**src/shared/hall_ctrl_defines.svh**
```systemverilog
// Constants for the Hall-sensor emulating controller.
// Assumes a single 25 MHz clock and the commutation driver outside.
`ifndef HALL_CTRL_DEFINES_SVH
`define HALL_CTRL_DEFINES_SVH
`define CLK_PERIOD_NS 40
`define SECTOR_COUNT 6
`define SECTOR_DEG 60
`define SENSOR_SPACING_DEG 30
`define WINDOW_WIDTH_DEG 90
`define WINDOW_GAP_DEG 180
`define STEP_DIV_RST 16'h0100
`define SECTOR_RST 3'h0
`endif

```
**src/shared/hall_ctrl_pkg.sv**
```systemverilog
// Types shared by the Hall-sensor emulating controller.
// Assumes nothing beyond the constants header.
package hall_ctrl_pkg;
  typedef struct packed {
    logic chan_a;
    logic chan_b;
    logic chan_c;
  } hall_code_type;
  typedef struct packed {
    logic high_a;
    logic high_b;
    logic high_c;
    logic low_a;
    logic low_b;
    logic low_c;
  } drive_type;
  typedef enum logic [1:0] {
    ST_IDLE = 2'b01,
    ST_RUN = 2'b10
  } run_state_type;
endpackage

```
**src/logic/hall_commutation_host.sv**
```systemverilog
// Controller that drives a three-phase commutation driver from outside.
// Assumes the driver's Hall inputs, disable pin and open-collector speed
// pulse are wired to the ports below; one 25 MHz clock, async reset.
//
// Overview of operation
// - Hall channels change 30 degrees apart.
// - Sensor high under 90-degree windows.
// - Forward: first, second, third channel rise.
// - Mismatched motor sensors remapped to channels.
// - Channel level is sign of difference.
`include "hall_ctrl_defines.svh"

module hall_commutation_host (
  input wire logic ref_clk_i,
  input wire logic nrst_i,
  input wire logic run_i,
  input wire logic disable_i,
  input wire logic remap_en_i,
  input wire logic [15:0] step_div_i,
  input wire logic motor_sensor_a_i,
  input wire logic motor_sensor_b_i,
  input wire logic motor_sensor_c_i,
  input wire logic speed_pulse_i,
  output logic [2:0] hall_pos_o,
  output logic [2:0] hall_neg_o,
  output logic out_disable_o,
  output logic [5:0] expect_drive_o,
  output logic speed_pulse_o,
  output logic mismatch_o,
  output logic [2:0] sector_o
);

  ////////////////////////////////////////////////////////////////////////
  // Sector sequencer: steps the emulated rotor in 60-degree sectors.

  hall_ctrl_pkg::run_state_type state_q;
  logic [15:0] div_q;
  logic [2:0] sector_q;
  logic step;

  assign step = (state_q == hall_ctrl_pkg::ST_RUN) && (div_q == 16'h0000);

  // Run state follows the run request.
  always_ff @(posedge ref_clk_i or negedge nrst_i) begin
    if (!nrst_i) begin
      state_q <= hall_ctrl_pkg::ST_IDLE;
    end else begin
      unique case (state_q)
        hall_ctrl_pkg::ST_IDLE: begin
          if (run_i) begin
            state_q <= hall_ctrl_pkg::ST_RUN;
          end
        end
        hall_ctrl_pkg::ST_RUN: begin
          if (!run_i) begin
            state_q <= hall_ctrl_pkg::ST_IDLE;
          end
        end
      endcase
    end
  end

  // Divider gives a one-cycle step enable; a zero divisor still steps
  // every cycle rather than stalling.
  always_ff @(posedge ref_clk_i or negedge nrst_i) begin
    if (!nrst_i) begin
      div_q <= `STEP_DIV_RST;
    end else if (state_q != hall_ctrl_pkg::ST_RUN || div_q == 16'h0000) begin
      div_q <= step_div_i;
    end else begin
      div_q <= div_q - 16'h0001;
    end
  end

  // Forward order advances one sector per step and wraps after six.
  always_ff @(posedge ref_clk_i or negedge nrst_i) begin
    if (!nrst_i) begin
      sector_q <= `SECTOR_RST;
    end else if (step) begin
      sector_q <= (sector_q == 3'h5) ? 3'h0 : sector_q + 3'h1;
    end
  end

  ////////////////////////////////////////////////////////////////////////
  // Hall code generation for the emulated rotor.

  hall_ctrl_pkg::hall_code_type code;
  hall_ctrl_pkg::drive_type exp_drive;

  // Sector order 100,110,111,011,001,000: one channel moves per step,
  // first channel leads, so only the six legal codes are produced.
  always_comb begin
    code = '0;
    unique case (sector_q)
      3'h0: code = 3'b100;
      3'h1: code = 3'b110;
      3'h2: code = 3'b111;
      3'h3: code = 3'b011;
      3'h4: code = 3'b001;
      3'h5: code = 3'b000;
      default: code = 3'b000;
    endcase
  end

  // Motor sensors either pass straight or use the remapped pattern:
  // third sensor to channel a, inverted first to b, second to c.
  hall_ctrl_pkg::hall_code_type motor_code;
  logic [2:0] sens_meta_q;
  logic [2:0] sens_sync_q;
  logic spd_meta_q;
  logic spd_sync_q;

  // Pin inputs pass two flip-flops before use. The speed line resets low
  // to match channel a, which is low while reset holds, so no false
  // mismatch follows the release of reset.
  always_ff @(posedge ref_clk_i or negedge nrst_i) begin
    if (!nrst_i) begin
      sens_meta_q <= 3'h0;
      sens_sync_q <= 3'h0;
      spd_meta_q <= 1'b0;
      spd_sync_q <= 1'b0;
    end else begin
      sens_meta_q <= {motor_sensor_a_i, motor_sensor_b_i, motor_sensor_c_i};
      sens_sync_q <= sens_meta_q;
      spd_meta_q <= speed_pulse_i;
      spd_sync_q <= spd_meta_q;
    end
  end

  always_comb begin
    if (remap_en_i) begin
      motor_code = {sens_sync_q[0], ~sens_sync_q[2], sens_sync_q[1]};
    end else begin
      motor_code = sens_sync_q;
    end
  end

  // Channel source: emulated rotor while running, real sensors otherwise.
  hall_ctrl_pkg::hall_code_type chan;
  assign chan = (state_q == hall_ctrl_pkg::ST_RUN) ? code : motor_code;

  // Expected driver pattern, used to check the driver's behaviour.
  always_comb begin
    exp_drive = '0;
    unique case (chan)
      3'b100: exp_drive = 6'b001_100;
      3'b110: exp_drive = 6'b001_010;
      3'b111: exp_drive = 6'b100_010;
      3'b011: exp_drive = 6'b100_001;
      3'b001: exp_drive = 6'b010_001;
      3'b000: exp_drive = 6'b010_100;
      default: exp_drive = 6'b000_000;
    endcase
    if (disable_i) begin
      exp_drive = '0;
    end
  end

  ////////////////////////////////////////////////////////////////////////
  // Registered pin drive. Each channel is sent as a differential pair:
  // positive carries the level, negative the reference opposite.

  always_ff @(posedge ref_clk_i or negedge nrst_i) begin
    if (!nrst_i) begin
      hall_pos_o <= 3'h0;
      hall_neg_o <= 3'h7;
      out_disable_o <= 1'b1;
      expect_drive_o <= 6'h00;
      sector_o <= 3'h0;
    end else begin
      hall_pos_o <= chan;
      hall_neg_o <= ~chan;
      out_disable_o <= disable_i;
      expect_drive_o <= exp_drive;
      sector_o <= sector_q;
    end
  end

  // Speed pulse check: the driver's output must follow channel a,
  // compared two cycles late to match the input synchroniser.
  // The two-cycle delayed channel a and the synchronised line arrive on the same edge, so a
  // third stage would flag a false one-cycle mismatch at each transition.
  logic [1:0] chan_a_dly_q;
  always_ff @(posedge ref_clk_i or negedge nrst_i) begin
    if (!nrst_i) begin
      chan_a_dly_q <= 2'h0;
      speed_pulse_o <= 1'b0;
      mismatch_o <= 1'b0;
    end else begin
      chan_a_dly_q <= {chan_a_dly_q[0], hall_pos_o[2]};
      speed_pulse_o <= spd_sync_q;
      mismatch_o <= (spd_sync_q != chan_a_dly_q[1]);
    end
  end

  ////////////////////////////////////////////////////////////////////////
  // Assertions.

  a_no_shoot_through: assert property (
    @(posedge ref_clk_i) disable iff (!nrst_i)
    (expect_drive_o[5:3] & expect_drive_o[2:0]) == 3'h0)
    else $error("high and low side expected on one phase");

  a_disable_all_off: assert property (
    @(posedge ref_clk_i) disable iff (!nrst_i)
    disable_i |=> expect_drive_o == 6'h00)
    else $error("drive expected while disabled");

  a_one_pair_active: assert property (
    @(posedge ref_clk_i) disable iff (!nrst_i)
    expect_drive_o != 6'h00 |->
      $countones(expect_drive_o[5:3]) == 1 &&
      $countones(expect_drive_o[2:0]) == 1)
    else $error("not exactly one high and one low side");

  a_diff_pair: assert property (
    @(posedge ref_clk_i) disable iff (!nrst_i)
    hall_neg_o == ~hall_pos_o)
    else $error("differential pair not complementary");

  a_one_chan_step: assert property (
    @(posedge ref_clk_i) disable iff (!nrst_i)
    $past(state_q) == hall_ctrl_pkg::ST_RUN &&
      state_q == hall_ctrl_pkg::ST_RUN |->
      $countones(code ^ $past(code)) <= 1)
    else $error("more than one Hall channel changed at once");

  a_legal_code: assert property (
    @(posedge ref_clk_i) disable iff (!nrst_i)
    code != 3'b010 && code != 3'b101)
    else $error("illegal Hall code generated");

  a_forward_order: assert property (
    @(posedge ref_clk_i) disable iff (!nrst_i)
    step && sector_q == 3'h0 |=> code == 3'b110)
    else $error("second channel did not follow the first");

  a_speed_follows: assert property (
    @(posedge ref_clk_i) disable iff (!nrst_i)
    ##1 spd_sync_q == $past(spd_meta_q) |=>
      speed_pulse_o == $past(spd_sync_q))
    else $error("speed pulse not forwarded");

endmodule // hall_commutation_host

```
**config.mk**
```make
export PLATFORM = sky130hd
export DESIGN_NAME = hall_commutation_host
export DESIGN_NICKNAME = d
export VERILOG_FILES = /design/src/shared/hall_ctrl_pkg.sv /design/src/logic/hall_commutation_host.sv
export VERILOG_INCLUDE_DIRS = /design/src /design/src/shared
export SDC_FILE = /design/constraint.sdc
export NUM_CORES = 1
export LEC_CHECK = 0
export BUFFER_PORTS_ARGS = -buffer_cell sky130_fd_sc_hd__clkbuf_2
export CORE_UTILIZATION = 50
export DETAILED_ROUTE_END_ITERATION = 16
export PLACE_DENSITY = 0.74
export SETUP_SLACK_MARGIN = 0.05
export SYNTH_ARGS = -nofsm -noshare
export SYNTH_HDL_FRONTEND = slang
export SYNTH_SLANG_ARGS = --single-unit
export TNS_END_PERCENT = 10
```
**constraint.sdc**
```tcl
create_clock -name ref_clk_i -period 6.3 [get_ports ref_clk_i]
set_input_delay 0.63 -clock ref_clk_i [delete_from_list [all_inputs] [get_ports ref_clk_i]]
set_output_delay 0.63 -clock ref_clk_i [all_outputs]
set_load 0.02 [all_outputs]
```
==> results of run 1 <==
[registers in the layout, indices dropped and copies added (netlist names)]
signal and count:
hall_pos_o 3, sector_q 3, state_q 2, mismatch_o 1
spd_sync_q 1, sens_sync_q 3, out_disable_o 1, sens_meta_q 3
chan_a_dly_q 2, speed_pulse_o 1, spd_meta_q 1, expect_drive_o 6
sector_o 3, div_q 16, hall_neg_o 3
[how the worst max path moves through the flow]
stage               depth (start not counted)               start                      end  slack, ns
finish                                      4  div_q[9]$_DFF_PN0_       div_q[0]$_DFF_PN0_       3.79
global route                                4  div_q[4]$_DFF_PN0_       div_q[0]$_DFF_PN0_       3.51
CTS                                         4  div_q[9]$_DFF_PN0_       div_q[0]$_DFF_PN0_       3.78
detailed placement                          4  div_q[9]$_DFF_PN0_       div_q[0]$_DFF_PN0_       3.79
global placement                            5  div_q[8]$_DFF_PN1_       div_q[6]$_DFF_PN0_       3.89
floorplan                                   5  div_q[8]$_DFF_PN1_  sector_q[1]$_DFFE_PN0P_       4.28
[report_power, final]
part | switching [mW] | leakage, nW | internal (mW) | total, mW
sequential | 0.0394 | 0.592 | 0.370 | 0.409
combinational | 0.0940 | 0.452 | 0.0708 | 0.165
clock | 0.0963 | 0.0512 | 0.0889 | 0.185
total | 0.230 | 1.10 | 0.530 | 0.759
[cells in the final DEF (no fill, tap or decap), drive strengths merged]
master	instances
clkinv	2
a21oi	4
dfstp	6
nor2	7
and2	1
nand2b	2
or4	1
xnor2	9
nand2	23
o21a	1
o21ai	17
nor3b	2
inv	9
mux2i	4
or3	3
clkbuf	48
a21o	1
nand3b	1
o311ai	1
nor3	11
nor2b	1
xor2	6
ha	3
or2	1
mux2	2
o31ai	1
dfrtp	43
nor4	3
[through the flow]
stage / instances / power [mW] / setup slack (ns) / area [um^2] / util, %
6_report: 261 / 0.759 / 3.79 / 2310 / 62.3
5_1_grt: 261 / 0.811 / 3.51 / 2310 / 62.3
4_1_cts: 261 / 0.767 / 3.78 / 2310 / 62.3
3_5_place_dp: 253 / 0.582 / 3.79 / 2220 / 59.7
3_3_place_gp: 253 / 0.573 / 3.89 / 2220 / 59.7
2_1_floorplan: 167 / 0.532 / 4.28 / 1970 / -
[cell type report]
cell class,instances,share of cell area [%]
Tap cell,48,2.60
Multi-Input combinational cell,105,29.4
Sequential cell,49,53.3
Clock inverter,2,0.595
Clock buffer,6,3.57
Timing Repair Buffer,42,9.09
Inverter,9,1.46
[critical path, delay by kind of cell, from the launching register on]
kind	cells	cell delay, ns
flops	1	0.40
simple gates	2	0.86
compound gates	2	1.08
[routing by layer]
layer  share of wire (%)  GRT usage, %
met2                  49          29.9
met5                   0             0
met4                 1.9          7.50
met3                 6.3          5.28
met1                  43          21.0
[cells by family after synthesis]
group | count (synthesis)
AOI/OAI and AO/OA | 25
DFF | 49
xor gates and xnor gates | 15
muxes | 6
and+or+nand+nor | 56
adders and majority gates | 3
buffers and inverters | 13
==> impl_summary.log, run 1 <==
INFO  metric status = complete, no violations
INFO  metric clock_tree_from_tritoncts = yes
INFO  metric synth_enable_flop_cells = 0
INFO  metric whs_endpoint = sens_sync_q[2]$_DFF_PN0_
INFO  metric worst_reg2reg_path_endpoint = div_q[0]$_DFF_PN0_
INFO  metric finalMaxSlewViolations = 0
INFO  metric n_fill_cell = 324
INFO  metric r2r-start = div_q[9]$_DFF_PN0_
INFO  metric synthToLayoutAreaGrowth = 17.7%
INFO  metric synthTopCellsByArea = dfrtp_1, dfstp_2, nand2_1
INFO  metric synthesis.area = 1970 um^2
INFO  metric cp.required = 6.42 ns
INFO  metric clk_pin_slew_worst_paths = 0.08 ns
INFO  metric max_stage_delay = 0.85 ns
INFO  metric leakage = 1.10 nW
INFO  metric drtIter0Drc = 46
INFO  metric ys_top_cells_by_count = dfrtp_1, nand2_1, o21ai_0, nor3_1
INFO  metric critical_path.slowest_cell = o31ai_4
INFO  metric setup_viol = 0
INFO  metric synth_compound_gate_area_share = 7.64%
INFO  metric final.period_utilization = 39.9%
INFO  metric antenna_found_initial = 0
INFO  metric post_synth_mux_area_share = 3.37%
INFO  metric synth_area_per_cell = 11.8 um^2
INFO  metric share_of_synthesized_cell_area_in_and_or_nand_and_nor_gates = 15.0%
INFO  metric fmaxAchievable = 0.398 GHz
INFO  metric antenna-diode-count = 0
INFO  metric reg2reg_depth = 4
INFO  metric die_w = 64.7 um
INFO  metric cts_buffer_depth = 2
INFO  metric period_minus_slack = 2.51 ns
INFO  metric synth_largest_area_cell = dfrtp_1
INFO  metric ys.warnings.count = 0
INFO  metric clock_sinks = 49
INFO  metric footprint_of_the_multi_input_gates = 679 um^2
INFO  metric ant_nets = 0
INFO  metric drive_above_1_share = 30.5%
INFO  metric relSlewSlack = 26.7%
INFO  metric holdCritPathClass = flip-flop to flip-flop
INFO  metric postSynth.asyncResetShare = 100%
INFO  metric crit_arrival = 2.63 ns
INFO  metric ys_ff_latch = 49
INFO  metric holdBufCountCts = 0
INFO  metric rrSetupSlack = 3.79 ns
INFO  metric numPortBuffers = 42
INFO  metric dp_hpwl = 2280 um
INFO  metric totalNegativeSetupSlack = 0 ns
INFO  metric initial_core_utilization = 52.9%
INFO  metric worst_clock_skew = 0.00719 ns
INFO  metric grt_overflow = 0
INFO  metric fin_worst_hold_slack = 0.355 ns
INFO  metric grt_first_pass_wirelength = 5400 um
INFO  metric detail_route.vias_per_cell = 4.87
INFO  metric synth_flop_cell = dfrtp_1
INFO  metric postSynthNetCount = 195
INFO  metric synth.distinct_cells = 35
INFO  metric cts-root-buf = clkbuf_8
INFO  metric first_global_vias = 1234
INFO  metric post_cts_buffers = 0
INFO  metric synthesis.instances = 167
INFO  metric dominant_combinational_cell_family_by_area_after_synthesis = simple AND/OR/NAND/NOR gates
INFO  metric clk_latency = 0.30 ns
INFO  metric totalWireLength = 2990 um
INFO  metric power.ir.vdd_worst = 167 uV
INFO  metric remaining_drc_errors = 0
INFO  metric worst-path-max-fanout = 32
INFO  metric standard_cell_rows = 22
INFO  metric globalplace.congestion = 0.744
INFO  metric fp.dieH = 64.7 um
INFO  metric detail_route.first_pass.iterations = 4
INFO  metric timing_hold_violations_final = 0
INFO  metric synth_xor_area_share = 6.68%
INFO  metric worst_setup_path_end_kind = flip-flop
INFO  metric core-area = 3720 um^2
INFO  metric worst-slew-pin-transition = 1.10 ns
INFO  metric synth_most_common_cell = dfrtp_1
INFO  metric setup.worst_path.class = flip-flop to flip-flop
INFO  metric post_cts_resize_count = 0
INFO  metric maximum_number_of_pins_on_one_net_before_global_route_repair = 50
INFO  metric grtUsageTotal = 17.8%
INFO  metric dieArea = 4190 um^2
INFO  metric max_cap_viols = 0
INFO  metric ctsHtreeMaxLevel = 2
INFO  metric ff_latch_area = 1230 um^2
INFO  metric holdCritStartpoint = sens_meta_q[2]$_DFF_PN0_
INFO  metric unrepaired_setup_endpoints_after_global_routing = no
INFO  metric number_of_top_level_design_ports = 43
INFO  metric vias = 1272
INFO  metric cp-start-kind = flip-flop
INFO  metric adder_cell_area_share_of_the_yosys_netlist = 1.91%
INFO  metric synth_top_cell_area_share = 54.7%
INFO  metric power.density = 328 nW/um^2
INFO  metric worstHoldPathCells = 0
INFO  metric cts_made_buffers = 5
INFO  metric fin_nets = 240
INFO  metric avgRoutedWirePerCell = 11.5 um
INFO  metric timing.critical_path.cells = or3_4 -> or4_4 -> o31ai_4 -> o21ai_0
INFO  metric synth-seq-area-share = 62.8%
Note: power is estimated with default switching activity, not from simulation.
==> inputs of run 2 (changes only) <==
- clock period: 6.3 -> 2.56 ns (I/O delays scaled with it)
==> run 2 against run 1 <==
Clock power rose to 3.0 times the previous value. Largest cell class unchanged. Highest routed layer unchanged. Final cell count rose by 1.1%. Via count rose by 2.8%. Count of clock-buffer cells in the layout rose by 1. Routed wire length rose by 14%. Power rose to 2.6 times the previous value.
==> impl_summary.log, run 2 (synthesized netlist as in run 1, its figures left out) <==
INFO  metric numPortBuffers = 42 (unchanged)
INFO  metric post_cts_buffers = 0 (unchanged)
INFO  metric relSlewSlack = 28.3% (+1.7 points)
INFO  metric maximum_number_of_pins_on_one_net_before_global_route_repair = 48 (-4.0%)
INFO  metric worst_reg2reg_path_endpoint = div_q[6]$_DFF_PN0_
INFO  metric drtIter0Drc = 50 (+8.7%)
INFO  metric fin_nets = 243 (+1.3%)
INFO  metric cts_buffer_depth = 2 (unchanged)
INFO  metric reg2reg_depth = 6 (+2)
INFO  metric avgRoutedWirePerCell = 12.9 um (+13%)
INFO  metric r2r-start = div_q[8]$_DFF_PN1_
INFO  metric cp.required = 2.76 ns (-3.66 ns)
INFO  metric max_cap_viols = 0 (unchanged)
INFO  metric antenna_found_initial = 0 (unchanged)
INFO  metric ctsHtreeMaxLevel = 2 (unchanged)
INFO  metric globalplace.congestion = 0.741 (-0.30%)
INFO  metric number_of_top_level_design_ports = 43 (unchanged)
INFO  metric antenna-diode-count = 0 (unchanged)
INFO  metric final.period_utilization = 84.6% (+45 points)
INFO  metric max_flop_register = div_q
INFO  metric status = complete, no violations
INFO  metric power.density = 841 nW/um^2 (+160%)
INFO  metric vias = 1307 (+2.8%)
INFO  metric worst_clock_skew = 0.00525 ns (-0.00195 ns)
INFO  metric synthToLayoutAreaGrowth = 19.9%
INFO  metric standard_cell_rows = 22 (unchanged)
INFO  metric comb_power_share = 21.4% (-0.3 points)
INFO  metric number_of_flip_flops_in_the_largest_register = 16 (unchanged)
INFO  metric cts-root-buf = clkbuf_8
INFO  metric period_minus_slack = 2.17 ns (-0.344 ns)
INFO  metric grt_first_pass_wirelength = 5890 um (+8.9%)
INFO  metric setup_viol = 0 (unchanged)
INFO  metric n_fill_cell = 297 (-8.3%)
INFO  metric grt_overflow = 0 (unchanged)
INFO  metric ff_latch_area = 1230 um^2 (unchanged)
INFO  metric clk_latency = 0.30 ns (about the same)
INFO  metric finalPower = 1.98 mW (+160%)
INFO  metric cellInternalPower = 1.41 mW (+170%)
INFO  metric leakage = 1.12 nW (+2.0%)
INFO  metric post_cts_resize_count = 0 (unchanged)
INFO  metric holdBufCountCts = 0 (unchanged)
INFO  metric crit_arrival = 2.36 ns (-0.27 ns)
INFO  metric cts_made_buffers = 5 (unchanged)
INFO  metric core-area = 3720 um^2 (unchanged)
INFO  metric detail_route.first_pass.iterations = 4 (unchanged)
INFO  metric finalMaxSlewViolations = 0 (unchanged)
INFO  metric setup.worst_path.class = flip-flop to flip-flop
INFO  metric fmaxAchievable = 0.462 GHz (+16%)
INFO  metric dp_hpwl = 2550 um (+12%)
INFO  metric totalNegativeSetupSlack = 0 ns (unchanged)
INFO  metric whs_endpoint = sens_meta_q[0]$_DFF_PN0_
INFO  metric switch_share = 28.9% (-1.3 points)
INFO  metric drive_above_1_share = 31.0% (+0.50 points)
INFO  metric rrSetupSlack = 0.39 ns (-3.40 ns)
INFO  metric worstSetupStartpoint = div_q[8]$_DFF_PN1_
INFO  metric ant_nets = 0 (unchanged)
INFO  metric cp-start-kind = flip-flop
INFO  metric dieArea = 4190 um^2 (unchanged)
INFO  metric final_common_cell = dfrtp_1
INFO  metric holdCritPathClass = primary input to flip-flop
INFO  metric unrepaired_setup_endpoints_after_global_routing = no
INFO  metric grtUsageTotal = 19.4% (+1.6 points)
INFO  metric timing_hold_violations_final = 0 (unchanged)
INFO  metric worst-path-max-fanout = 32 (unchanged)
INFO  metric clk_pin_slew_worst_paths = 0.08 ns (about the same)
INFO  metric holdCritStartpoint = motor_sensor_c_i
INFO  metric p_seq_share = 51.0% (-2.9 points)
INFO  metric fp.dieH = 64.7 um (unchanged)
INFO  metric totalWireLength = 3400 um (+14%)
INFO  metric clock_tree_from_tritoncts = yes
INFO  metric clock_power_share = 27.6% (+3.2 points)
INFO  metric detail_route.vias_per_cell = 4.95 (+1.6%)
INFO  metric worst-slew-pin-transition = 1.08 ns (-0.0249 ns)
INFO  metric power_switching = 573 uW (+150%)
INFO  metric power.ir.vdd_worst = 466 uV (+180%)
INFO  metric largest_registers = div_q: 16 flops, expect_drive_o: 6 flops
INFO  metric first_global_vias = 1382 (+12%)
INFO  metric footprint_of_the_multi_input_gates = 679 um^2 (unchanged)
INFO  metric layout.cells.most_common_list = dfrtp_1, clkbuf_2, nand2_1, o21ai_0, nor3_1
INFO  metric die_w = 64.7 um (unchanged)
INFO  metric worst_setup_path_end_kind = flip-flop
INFO  metric initial_core_utilization = 52.9% (unchanged)
INFO  metric remaining_drc_errors = 0 (unchanged)
INFO  metric clock_sinks = 49 (unchanged)
INFO  metric worstHoldPathCells = 1 (+1)
## run 2: changes by cell type in the layout (fill, tap and decap cells not counted), sizes merged
| cell | previous run | this run |
|---|---|---|
| buf | 0 | 3 |
| clkinv | 2 | 0 |
| bufinv | 0 | 1 |
| clkbuf | 48 | 49 |
## run 2: how the worst max path moves through the flow
stage,end,cells past startpoint
after floorplan,sector_q[1]$_DFFE_PN0P_,5
after global placement,div_q[6]$_DFF_PN0_,6
after detailed placement,div_q[6]$_DFF_PN0_,6
after CTS,div_q[6]$_DFF_PN0_,6
after global routing,div_q[6]$_DFF_PN0_,6
final,div_q[6]$_DFF_PN0_,6
## run 2: power groups by stage
stage | Combinational (mW) | Clock (mW) | Sequential, mW
3_5_place_dp | 0.424 | 0 | 1.02
3_3_place_gp | 0.403 | 0 | 1.01
5_1_grt | 0.485 | 0.594 | 1.03
6_report | 0.425 | 0.547 | 1.01
2_1_floorplan | 0.273 | 0 | 1.04
4_1_cts | 0.430 | 0.562 | 1.01
## run 2: critical path, stage by stage, from the launching register on
cell     delay, ns
dfstp_2       0.39
or3_4         0.40
or4_4         0.48
o31ai_4       0.22
buf_4         0.31
a21oi_1       0.09
a21o_1        0.16
## run 2: cell type report
type | count | area share [%]
clock buffers | 7 | 3.66
clock inverters | 1 | 1.27
inverters | 9 | 1.43
multi-input cells | 105 | 28.8
flip-flops and latches | 49 | 52.4
well taps | 48 | 2.55
repair buffers | 45 | 9.88
## run 2: through the flow
step	utilization (%)	hold slack [ns]	instances	cell area, um^2	setup WS [ns]
after floorplan	-	-0.0396	167	1970	0.536
after global placement	60.3	0.335	256	2240	0.494
after detailed placement	60.3	0.335	256	2240	0.438
after CTS	63.4	0.0503	264	2360	0.390
after global routing	63.4	0.0467	264	2360	0.295
final	63.4	0.0605	264	2360	0.393
## run 2: routing by layer
layer  global-route usage, %  share of wire, %
met1                    20.4                39
met2                    33.3                52
met3                    6.34               5.7
met4                    11.4               2.6
met5                       0                 0
==> inputs of run 3 (changes only) <==
- clock period: 2.56 -> 2.2 ns (I/O delays scaled with it)
==> run 3 against run 2 <==
Via count fell by 0.77%. Critical endpoint is now sector_q[1]$_DFFE_PN0P_. Worst setup slack got worse by 0.26 ns. Sequential power rose by 16%. Design area rose by 0.64%. Sequential share of layout area fell by 0.33 points. Maximum frequency rose by 4.9%. Combinational power rose by 19%. Global-route usage fell by 0.58 points. Final cell count rose by 0.76%.
==> impl_summary.log, run 3 (synthesized netlist as in run 1, its figures left out) <==
INFO  metric number_of_top_level_design_ports = 43 (unchanged)
INFO  metric relSlewSlack = 62.2% (+34 points)
INFO  metric remaining_drc_errors = 0 (unchanged)
INFO  metric power.density = 979 nW/um^2 (+16%)
INFO  metric leakage = 1.13 nW (+0.97%)
INFO  metric worst_clock_skew = 0.00223 ns (-0.00302 ns)
INFO  metric fp.dieH = 64.7 um (unchanged)
INFO  metric finalPower = 2.32 mW (+17%)
INFO  metric antenna-diode-count = 0 (unchanged)
INFO  metric core-area = 3720 um^2 (unchanged)
INFO  metric dieArea = 4190 um^2 (unchanged)
INFO  metric timing.critical_path.cells = or3_4 -> or4_4 -> nor4_4 -> nand2_2 -> mux2_4
INFO  metric cts_buffer_depth = 2 (unchanged)
INFO  metric max_stage_delay = 0.48 ns (about the same)
INFO  metric first_global_vias = 1277 (-7.6%)
INFO  metric max_flop_register = div_q
INFO  metric cp_num_buf_inv = 0 (-1)
INFO  metric antenna_found_initial = 0 (unchanged)
INFO  metric worst-path-max-fanout = 5 (-84%)
INFO  metric holdBufCountCts = 0 (unchanged)
INFO  metric status = complete, no violations
INFO  metric totalWireLength = 3250 um (-4.6%)
INFO  metric cp.required = 2.39 ns (-0.37 ns)
INFO  metric drtIter0Drc = 60 (+20%)
INFO  metric r2r-start = div_q[9]$_DFF_PN0_
INFO  metric clock_tree_from_tritoncts = yes
INFO  metric fmaxAchievable = 0.484 GHz (+4.9%)
INFO  metric final_area = 2370 um^2 (+0.64%)
INFO  metric end_of_the_critical_path = sector_q[1]$_DFFE_PN0P_
INFO  metric standard_cell_rows = 22 (unchanged)
INFO  metric dp_worst_setup_slack = 0.133 ns (-0.304 ns)
INFO  metric finalMaxSlewViolations = 0 (unchanged)
INFO  metric gate_family_responsible_for_the_most_delay_along_the_worst_path = simple AND/OR/NAND/NOR gates
INFO  metric post_cts_buffers = 0 (unchanged)
INFO  metric place.detailed.instances = 258 (+0.78%)
INFO  metric grt_overflow = 0 (unchanged)
INFO  metric numPortBuffers = 42 (unchanged)
INFO  metric holdCritPathClass = primary input to async pin
INFO  metric timing.critical_path.depth = 5 (-1)
INFO  metric ctsHtreeMaxLevel = 2 (unchanged)
INFO  metric setup.worst_path.class = flip-flop to flip-flop
INFO  metric grt_first_pass_wirelength = 5750 um (-2.2%)
INFO  metric synthToLayoutAreaGrowth = 20.6%
INFO  metric max_cap_viols = 0 (unchanged)
INFO  metric vias = 1297 (-0.77%)
INFO  metric final_common_cell = dfrtp_1
INFO  metric cts-root-buf = clkbuf_8
INFO  metric clock_sinks = 49 (unchanged)
INFO  metric ant_nets = 0 (unchanged)
INFO  metric avgRoutedWirePerCell = 12.2 um (-5.3%)
INFO  metric clk_pin_slew_worst_paths = 0.08 ns (about the same)
INFO  metric crit_arrival = 2.26 ns (-0.10 ns)
INFO  metric post_layout_nonfiller_instances = 266 (+0.76%)
INFO  metric final.period_utilization = 93.9% (+9.3 points)
INFO  metric initial_core_utilization = 52.9% (unchanged)
INFO  metric reg2reg_depth = 5 (-1)
INFO  metric worst_reg2reg_path_endpoint = sector_q[1]$_DFFE_PN0P_
INFO  metric worst_setup_path_end_kind = flip-flop
INFO  metric finalWorstSetupSlack = 0.134 ns (-0.260 ns)
INFO  metric layout.core_utilization = 63.8% (+0.40 points)
INFO  metric die_w = 64.7 um (unchanged)
INFO  metric setup_viol = 0 (unchanged)
INFO  metric worstSetupStartpoint = div_q[9]$_DFF_PN0_
INFO  metric drive_above_1_share = 31.7% (+0.63 points)
INFO  metric critical_path.slowest_cell = or4_4
INFO  metric number_of_flip_flops_in_the_largest_register = 16 (unchanged)
INFO  metric unrepaired_setup_endpoints_after_global_routing = yes
INFO  metric detail_route.first_pass.iterations = 4 (unchanged)
INFO  metric layout.cells.most_common_list = dfrtp_1, clkbuf_2, nand2_1, o21ai_0, nor3_1
INFO  metric grtUsageTotal = 18.8% (-0.58 points)
INFO  metric post_cts_resize_count = 0 (unchanged)
INFO  metric clk_latency = 0.30 ns (about the same)
INFO  metric fin_worst_hold_slack = 0.00133 ns (-0.0592 ns)
INFO  metric fin_nets = 245 (+0.82%)
INFO  metric rrSetupSlack = 0.13 ns (-0.26 ns)
INFO  metric cp-start-kind = flip-flop
INFO  metric timing_hold_violations_final = 0 (unchanged)
INFO  metric power.ir.vdd_worst = 657 uV (+41%)
INFO  metric worst-slew-pin-transition = 0.567 ns (-0.508 ns)
INFO  metric cts_made_buffers = 5 (unchanged)
INFO  metric dp_hpwl = 2470 um (-3.3%)
INFO  metric placedInstanceArea = 2250 um^2 (+0.67%)
INFO  metric detail_route.vias_per_cell = 4.88 (-1.5%)
INFO  metric totalNegativeSetupSlack = 0 ns (unchanged)
INFO  metric globalplace.congestion = 0.760 (+2.5%)
INFO  metric maximum_number_of_pins_on_one_net_before_global_route_repair = 50 (+4.2%)
INFO  metric largest_registers = div_q: 16 flops, expect_drive_o: 6 flops
INFO  metric period_minus_slack = 2.07 ns (-0.100 ns)
INFO  metric n_fill_cell = 301 (+1.3%)
run 3: worst min path at each step:
stage | start | end | slack [ns] | cells after the start
5_1_grt | motor_sensor_a_i | sens_meta_q[2]$_DFF_PN0_ | 0.0004 | 1
3_3_place_gp | nrst_i | sector_o[1]$_DFF_PN0_ | 0.33 | 2
4_1_cts | motor_sensor_b_i | sens_meta_q[1]$_DFF_PN0_ | 0.01 | 1
3_5_place_dp | motor_sensor_a_i | sens_meta_q[2]$_DFF_PN0_ | 0.33 | 1
2_1_floorplan | nrst_i | chan_a_dly_q[0]$_DFF_PN0_ | -0.08 | 0
6_report | nrst_i | spd_meta_q$_DFF_PN0_ | 0.001 | 2
run 3: layer usage:
metal / vias up / share of wire [%] / routed length (um) / global-route usage (%)
met4: 0 / 1.5 / 50 / 6.67
met5: - / 0 / 0 / 0
met1: 600 / 44 / 1420 / 22.5
met2: 37 / 49 / 1600 / 30.6
met3: 5 / 5.7 / 186 / 7.22
li1: 655 / - / - / -
run 3: cell type report:
type	instances	area (um^2)	area share (%)
clock inverter	1	30.0	1.27
tap	48	60.1	2.53
timing repair buffer	47	248	10.4
inverter	9	33.8	1.42
multi-input combinational	105	679	28.7
sequential	49	1230	52.0
clock buffer	7	86.3	3.64
run 3: report_power, final:
group / total (mW) / internal, mW / switching [mW]
Clock: 0.645 / 0.370 / 0.274
Combinational: 0.504 / 0.220 / 0.284
Sequential: 1.17 / 1.06 / 0.112
run 3: worst reg2reg max path, stage by stage (launching register included):
cell	delay [ns]
dfrtp_1	0.40
or3_4	0.38
or4_4	0.48
nor4_4	0.31
nand2_2	0.09
mux2_4	0.30
